===== config.mk =====
export PLATFORM = sky130hd
export DESIGN_NAME = dsdp_top
export DESIGN_NICKNAME = d
export VERILOG_FILES = /design/src/hdl/dsdp_pkg.sv /design/src/hdl/dsdp_cal_if.sv /design/src/hdl/dsdp_cal_loop.sv /design/src/hdl/dsdp_top.sv
export VERILOG_INCLUDE_DIRS = /design/src /design/src/hdl
export SDC_FILE = /design/constraint.sdc
export NUM_CORES = 1
export LEC_CHECK = 0
export BUFFER_PORTS_ARGS = -buffer_cell sky130_fd_sc_hd__buf_2
export CORE_MARGIN = 4
export CORE_UTILIZATION = 40
export CTS_CLUSTER_SIZE = 20
export DETAILED_ROUTE_END_ITERATION = 16
export PLACE_DENSITY_LB_ADDON = 0.2
export SLEW_MARGIN = 20
export SYNTH_ARGS = -nofsm -noshare
export SYNTH_HDL_FRONTEND = slang
export SYNTH_SLANG_ARGS = --single-unit

===== constraint.sdc =====
create_clock -name clk -period 4.1 [get_ports clk]
set_clock_uncertainty 0.2 [all_clocks]
set_input_delay 0.615 -clock clk [delete_from_list [all_inputs] [get_ports clk]]
set_output_delay 0.615 -clock clk [all_outputs]
set_load 0.01 [all_outputs]

===== src/hdl/dsdp_cfg.svh =====
`ifndef DSDP_CFG_SVH
`define DSDP_CFG_SVH
`define DSDP_CAL_W 6
`define DSDP_GROUP_LR 16
`define DSDP_GROUP_TB 18
`define DSDP_CAL_MID 6'h20
`define DSDP_CAL_MAX 6'h3f
`define DSDP_CAL_MIN 6'h00
`endif


===== src/hdl/dsdp_pkg.sv =====
package dsdp_pkg;
    typedef logic [5:0] dsdp_cal_t;
    typedef enum logic [1:0] {
        DSDP_IDLE = 2'b00,
        DSDP_PRE = 2'b01,
        DSDP_BURST = 2'b11
    } dsdp_state_e;
endpackage


===== src/hdl/dsdp_cal_if.sv =====
`timescale 1ns/1ps
`default_nettype none
interface dsdp_cal_if;
    logic [5:0] cal_code;
    logic fb_early;
    modport loop(output cal_code, input fb_early);
    modport user(input cal_code, output fb_early);
endinterface
`default_nettype wire


===== src/hdl/dsdp_cal_loop.sv =====
`timescale 1ns/1ps
`default_nettype none
`include "dsdp_cfg.svh"
module dsdp_cal_loop (
    input wire logic clk,
    input wire logic rst_n,
    dsdp_cal_if.loop cal
);
    logic [5:0] code_ff;
    // Code steps each system clock toward feedback balance
    always_ff @(posedge clk or negedge rst_n) begin
        if (!rst_n) begin
            code_ff <= `DSDP_CAL_MID;
        end else if (cal.fb_early && code_ff != `DSDP_CAL_MAX) begin
            code_ff <= code_ff + 6'h01;
        end else if (!cal.fb_early && code_ff != `DSDP_CAL_MIN) begin
            code_ff <= code_ff - 6'h01;
        end
    end
    assign cal.cal_code = code_ff;
endmodule
`default_nettype wire


===== src/hdl/dsdp_top.sv =====
`timescale 1ns/1ps
`default_nettype none
`include "dsdp_cfg.svh"
module dsdp_top #(
    parameter int DATA_W = `DSDP_GROUP_LR,
    parameter int DELAY_MAX = 64
) (
    input wire logic clk,
    input wire logic rst_n,
    input wire logic strobe_in,
    input wire logic strobe_oe_n,
    input wire logic [DATA_W-1:0] dq_in,
    input wire logic edge_clock_one,
    input wire logic fb_early_a,
    input wire logic fb_early_b,
    input wire logic half_sel,
    output logic strobe_delay_cell,
    output logic [5:0] cal_code_a,
    output logic [5:0] cal_code_b,
    output logic sync_clock_polarity,
    output logic preamble_seen,
    output logic [DATA_W-1:0] rise_data,
    output logic [DATA_W-1:0] fall_data,
    output logic rd_valid,
    output logic [DATA_W-1:0] write_transfer_strobe,
    output logic quarter_phase_delay
);
    dsdp_cal_if cal_a();
    dsdp_cal_if cal_b();
    assign cal_a.fb_early = fb_early_a;
    assign cal_b.fb_early = fb_early_b;
    dsdp_cal_loop u_loop_a (.clk(clk), .rst_n(rst_n), .cal(cal_a));
    dsdp_cal_loop u_loop_b (.clk(clk), .rst_n(rst_n), .cal(cal_b));
    assign cal_code_a = cal_a.cal_code;
    assign cal_code_b = cal_b.cal_code;

    // Three-stage samplers for link inputs
    logic [2:0] stb_s_ff, oe_s_ff, ec_s_ff;
    logic [DATA_W-1:0] dq_s1_ff, dq_s2_ff, dq_s3_ff;
    always_ff @(posedge clk or negedge rst_n) begin
        if (!rst_n) begin
            stb_s_ff <= 3'h7;
            oe_s_ff <= 3'h7;
            ec_s_ff <= 3'h0;
            dq_s1_ff <= '0;
            dq_s2_ff <= '0;
            dq_s3_ff <= '0;
        end else begin
            stb_s_ff <= {stb_s_ff[1:0], strobe_in};
            oe_s_ff <= {oe_s_ff[1:0], strobe_oe_n};
            ec_s_ff <= {ec_s_ff[1:0], edge_clock_one};
            dq_s1_ff <= dq_in;
            dq_s2_ff <= dq_s1_ff;
            dq_s3_ff <= dq_s2_ff;
        end
    end
    logic stb_rise, stb_fall, ec_rise, term_to_low;
    assign stb_rise = stb_s_ff[1] && !stb_s_ff[2];
    assign stb_fall = !stb_s_ff[1] && stb_s_ff[2];
    assign ec_rise = ec_s_ff[1] && !ec_s_ff[2];
    // Released strobe counts as terminated high
    // Memory drives the pin low from termination: oe_n must be low in the same sample as the strobe fall
    assign term_to_low = stb_fall && oe_s_ff[1] == 1'b0;

    // Delay tap from the code of this group's half
    logic [5:0] tap;
    assign tap = half_sel ? cal_b.cal_code : cal_a.cal_code;
    logic [DELAY_MAX-1:0] stb_line_ff;
    always_ff @(posedge clk or negedge rst_n) begin
        if (!rst_n) begin
            stb_line_ff <= '1;
        end else begin
            stb_line_ff <= {stb_line_ff[DELAY_MAX-2:0], stb_s_ff[2]};
        end
    end
    logic del_ff;
    always_ff @(posedge clk or negedge rst_n) begin
        if (!rst_n) begin
            del_ff <= 1'b1;
        end else begin
            del_ff <= stb_line_ff[tap];
        end
    end
    assign strobe_delay_cell = del_ff;

    // Preamble detector and polarity hold
    dsdp_pkg::dsdp_state_e st_ff;
    logic pol_ff, pre_ff;
    always_ff @(posedge clk or negedge rst_n) begin
        if (!rst_n) begin
            st_ff <= dsdp_pkg::DSDP_IDLE;
        end else begin
            case (st_ff)
                dsdp_pkg::DSDP_IDLE: begin
                    if (term_to_low) begin
                        st_ff <= dsdp_pkg::DSDP_PRE;
                    end
                end
                dsdp_pkg::DSDP_PRE: begin
                    if (stb_rise) begin
                        st_ff <= dsdp_pkg::DSDP_BURST;
                    end else if (oe_s_ff[2]) begin
                        st_ff <= dsdp_pkg::DSDP_IDLE;
                    end
                end
                dsdp_pkg::DSDP_BURST: begin
                    if (oe_s_ff[2]) begin
                        st_ff <= dsdp_pkg::DSDP_IDLE;
                    end
                end
                default: st_ff <= dsdp_pkg::DSDP_IDLE;
            endcase
        end
    end
    always_ff @(posedge clk or negedge rst_n) begin
        if (!rst_n) begin
            pol_ff <= 1'b0;
            pre_ff <= 1'b0;
        end else begin
            pre_ff <= term_to_low && st_ff == dsdp_pkg::DSDP_IDLE;
            if (term_to_low && st_ff == dsdp_pkg::DSDP_IDLE) begin
                // Pick the edge away from the strobe phase
                pol_ff <= ec_s_ff[2];
            end
        end
    end
    assign sync_clock_polarity = pol_ff;
    assign preamble_seen = pre_ff;

    // Double-rate capture, moved out on edge clock one rise when polarity is 1, else on the next clock
    logic [DATA_W-1:0] rise_cap_ff, fall_cap_ff, rise_ff, fall_ff;
    logic have_r_ff, vld_ff, xfer;
    assign xfer = have_r_ff && (pol_ff ? ec_rise : 1'b1);
    always_ff @(posedge clk or negedge rst_n) begin
        if (!rst_n) begin
            rise_cap_ff <= '0;
            fall_cap_ff <= '0;
            have_r_ff <= 1'b0;
        end else if (st_ff == dsdp_pkg::DSDP_BURST || stb_rise) begin
            if (stb_rise) begin
                rise_cap_ff <= dq_s3_ff;
            end
            if (stb_fall && st_ff == dsdp_pkg::DSDP_BURST) begin
                fall_cap_ff <= dq_s3_ff;
                have_r_ff <= 1'b1;
            end else if (xfer) begin
                have_r_ff <= 1'b0;
            end
        end else begin
            have_r_ff <= 1'b0;
        end
    end
    always_ff @(posedge clk or negedge rst_n) begin
        if (!rst_n) begin
            rise_ff <= '0;
            fall_ff <= '0;
            vld_ff <= 1'b0;
        end else begin
            vld_ff <= xfer;
            if (xfer) begin
                rise_ff <= rise_cap_ff;
                fall_ff <= fall_cap_ff;
            end
        end
    end
    assign rise_data = rise_ff;
    assign fall_data = fall_ff;
    assign rd_valid = vld_ff;

    // Quarter shift of edge clock one through the calibrated line
    logic [DELAY_MAX-1:0] ec_line_ff;
    logic qp_ff;
    always_ff @(posedge clk or negedge rst_n) begin
        if (!rst_n) begin
            ec_line_ff <= '0;
            qp_ff <= 1'b0;
        end else begin
            ec_line_ff <= {ec_line_ff[DELAY_MAX-2:0], ec_s_ff[2]};
            qp_ff <= ec_line_ff[tap >> 2];
        end
    end
    assign quarter_phase_delay = qp_ff;
    assign write_transfer_strobe = {DATA_W{qp_ff}};
    // Group widths fixed by DATA_W parameter per edge
endmodule
`default_nettype wire


==> metrics.yaml <==
critical_path.startpoint: "u_loop_b.cal.cal_code[0]"
antenna_found_initial: 0
wl_met3_um: 835
synthTopCellsByArea: "dfrtp_1 43%, dfstp_2 22%, nand2_1 6.1%, mux2_2 4.5%, nand2b_1 2.1%"
grt_max_degree: 116
cts_max_level: 1
die_y_um: 154.1
grt_pass1_wl_um: 28720
reg2reg_from: "u_loop_b.cal.cal_code[0]"
synth_area_mm2: 0.008538
place_worst_setup_slack_ns: 0.9870
tightestPinTransition_ns: 0.9866
grt-ovfl-total: 0
cts_resized: 0
max-vdd-ir-drop_v: 0.0003032
die_w_um: 154.1
num_io_pins: 89
dpl_cell_area_mm2: 0.009125
fin_tns_setup_ns: 0
violations: "negative hold slack"
setup_viol: 0
finalHoldViolations: 10
fin_util_pct: 47.95
vias: 5339
tritoncts: "done"
drtIter0Drc: 295
ys.warnings.count: 0
drc: 0
rsz0062_at_grt: "no"
power.density_mw_per_mm2: 632.2
clkLatencyLatePin_ns: 0.52
synth_edf_count: 0
sw_frac_of_total_pct: 32.49
async_reset_ff_share_pct: 100.0
place_hpwl_um: 11210
relSlewSlack_pct: 33.82
seq_area_frac_synth_pct: 65.84
p_comb_share_pct: 25.4
dieArea_mm2: 0.02375
startpoint_type: "flop"
ant_nets: 0
wl_met2_um: 8447
critPathMaxFanout: 23
synthCells: 678
synth-seq-cells: 221
root_buffer: "clkbuf_16"
clock_sinks: 221
finalWorstSetupSlack_ns: 0.9597
rows: 53
power.internal_mw: 4.302
critPathRequiredTime_ns: 4.35
synth_area_per_cell_um2: 12.59
core-area_mm2: 0.02102
grt_util_all_layers_pct: 14.52
initial_core_util_pct: 40.62
io_buffers: 88
grt_pass1_vias: 5553
nets: 808
synth_largest_area_cell: "dfrtp_1"
drt_wl_total_um: 17400
numCtsBuffers: 24
hold_ws_ns: -0.02261
fin_area_mm2: 0.01008
min_period_over_period_pct: 76.59
cap_viol_max_count: 0
max_freq_mhz: 318.4
power_mw: 6.373
gp_congestion: 0.8148
maxSlewViolCount: 0
antenna_cells: 0
firstDrtPassIters: 5
fillCellCount: 1819
power.share.clock_pct: 31.9
p_seq_share_pct: 42.8
yosys.area.top_type_share_pct: 43.38
clkSlewWorstSetupHoldPaths_ns: 0.06
end_kind: "flop"
seq_area_mm2: 0.005622
syn-num-nets: 712
cts_setup_buffers: 0
area_delta_synth_final_pct: 18.05
power.leakage_nw: 4.637
wl_per_cell_um: 16.31
cp.arrival_ns: 3.39
maxUsedRoutingLayer: "met4"
final-instance-count-excl-fill: 1067
min_period_ns: 3.140
hold_path.class: "in -> async"
dp_cells: 1004
p_sw_mw: 2.071
critical_path_class: "reg -> reg"
drive_gt1_share_pct: 33.33
synthFlopType: "dfrtp_1"
vias_per_cell: 5.004
synth.distinct_cells: 54
cts_max_path_buffers: 3
multiInputGateArea_mm2: 0.002600
status: "finished with violations"
met1_length_um: 7795
## cell type report
cell class,instances,area share [%]
Clock buffer,31,6.529
Clock inverter,13,1.055
Inverter,12,0.4469
Multi-Input combinational cell,401,25.79
Sequential cell,221,55.77
Tap cell,275,3.414
Timing Repair Buffer,114,6.989
## worst max-delay path: stages (launching register included)
cell and delay [ns]:
dfrtp_1 0.65, inv_1 0.09, buf_4 0.24, o31a_1 0.35, inv_1 0.18, ha_1 0.27, a21o_1 0.18, a21o_1 0.20
a21o_1 0.18, a21oi_1 0.19, nor2_1 0.06, a21oi_1 0.14, xnor2_1 0.13
## layout by cell type (no fill, tap or decap), types with 3 or more instances in the layout
cell and n:
nand2_1 139, xnor2_1 5, a22oi_2 8, a22oi_1 20
a211oi_1 3, clkbuf_16 25, nor2_1 18, xor2_1 3
nand3b_1 3, clkinvlp_4 4, a21o_1 8, o22ai_1 12
inv_1 10, dfrtp_1 148, mux4_2 4, nor2b_1 5
o21ai_0 15, a21oi_1 34, nand3_1 3, nand2b_1 29
ha_1 8, o221ai_1 4, clkbuf_1 5, nor3_1 8
mux2i_1 4, nand4_1 3, clkinv_2 5, buf_2 87
nor4_1 4, dlygate4sd3_1 19, buf_4 6, mux2_2 34
dfstp_2 73
## cell usage after synthesis, types with 11 or more instances
master    count
a21oi_1      34
a22oi_1      20
buf_4        20
clkbuf_1     14
dfrtp_1     148
dfstp_2      73
inv_1        11
mux2_2       34
nand2_1     139
nand2b_1     29
nor2_1       18
o21ai_0      15
o22ai_1      12
## cell families after synthesis
kind of cell | count (synthesis) | share of synthesized area, %
compound gates | 118 | 9.745
xor+xnor | 8 | 0.8207
fa+ha+maj | 10 | 1.641
buf+inv | 56 | 3.707
flops | 221 | 65.84
mux | 44 | 6.433
simple gates | 221 | 11.81
## state kept, by name (all words and copies together), names as in the netlist, 16 cells and up
name         count
dq_s1_ff        16
dq_s3_ff        16
fall_data       16
fall_cap_ff     16
dq_s2_ff        16
rise_data       16
stb_line_ff     64
rise_cap_ff     16
ec_line_ff      16
## power groups by stage
stage / combinational (mW) / sequential, mW / clock (mW)
after global routing: 1.78 / 2.77 / 2.19
final: 1.62 / 2.72 / 2.03
after detailed placement: 1.61 / 2.76 / 0
after floorplan: 1.26 / 2.68 / 0
after CTS: 1.63 / 2.72 / 2.10
after global placement: 1.56 / 2.74 / 0
## metal layers
metal,global-route usage [%],vias up
met5,0,-
met4,3.490,0
met3,2.561,26
met2,24.29,136
met1,19.84,2682
li1,-,2495
## final timing paths
| path | slack [ns] | to | depth (start not counted) |
|---|---|---|---|
| worst max-delay path | 0.96 | u_loop_b.cal.cal_code[5] | 12 |
| worst min-delay path | -0.02 | u_loop_b.cal.cal_code[3] | 1 |
| worst max register to register | 0.96 | u_loop_b.cal.cal_code[5] | 12 |
| worst min register to register | 0.14 | dq_s3_ff[7] | 0 |
| max in group asynchronous | 2.78 | ec_line_ff[9] | 2 |
| min in group clk | 0.14 | dq_s3_ff[7] | 0 |
## repair_timing
action	4_1_cts	5_1_grt
endpoints found under the hold margin	18	1
hold buffers	18	1
endpoints found under the setup margin	0	0
No activity file was read; power rests on OpenSTA's default activity.
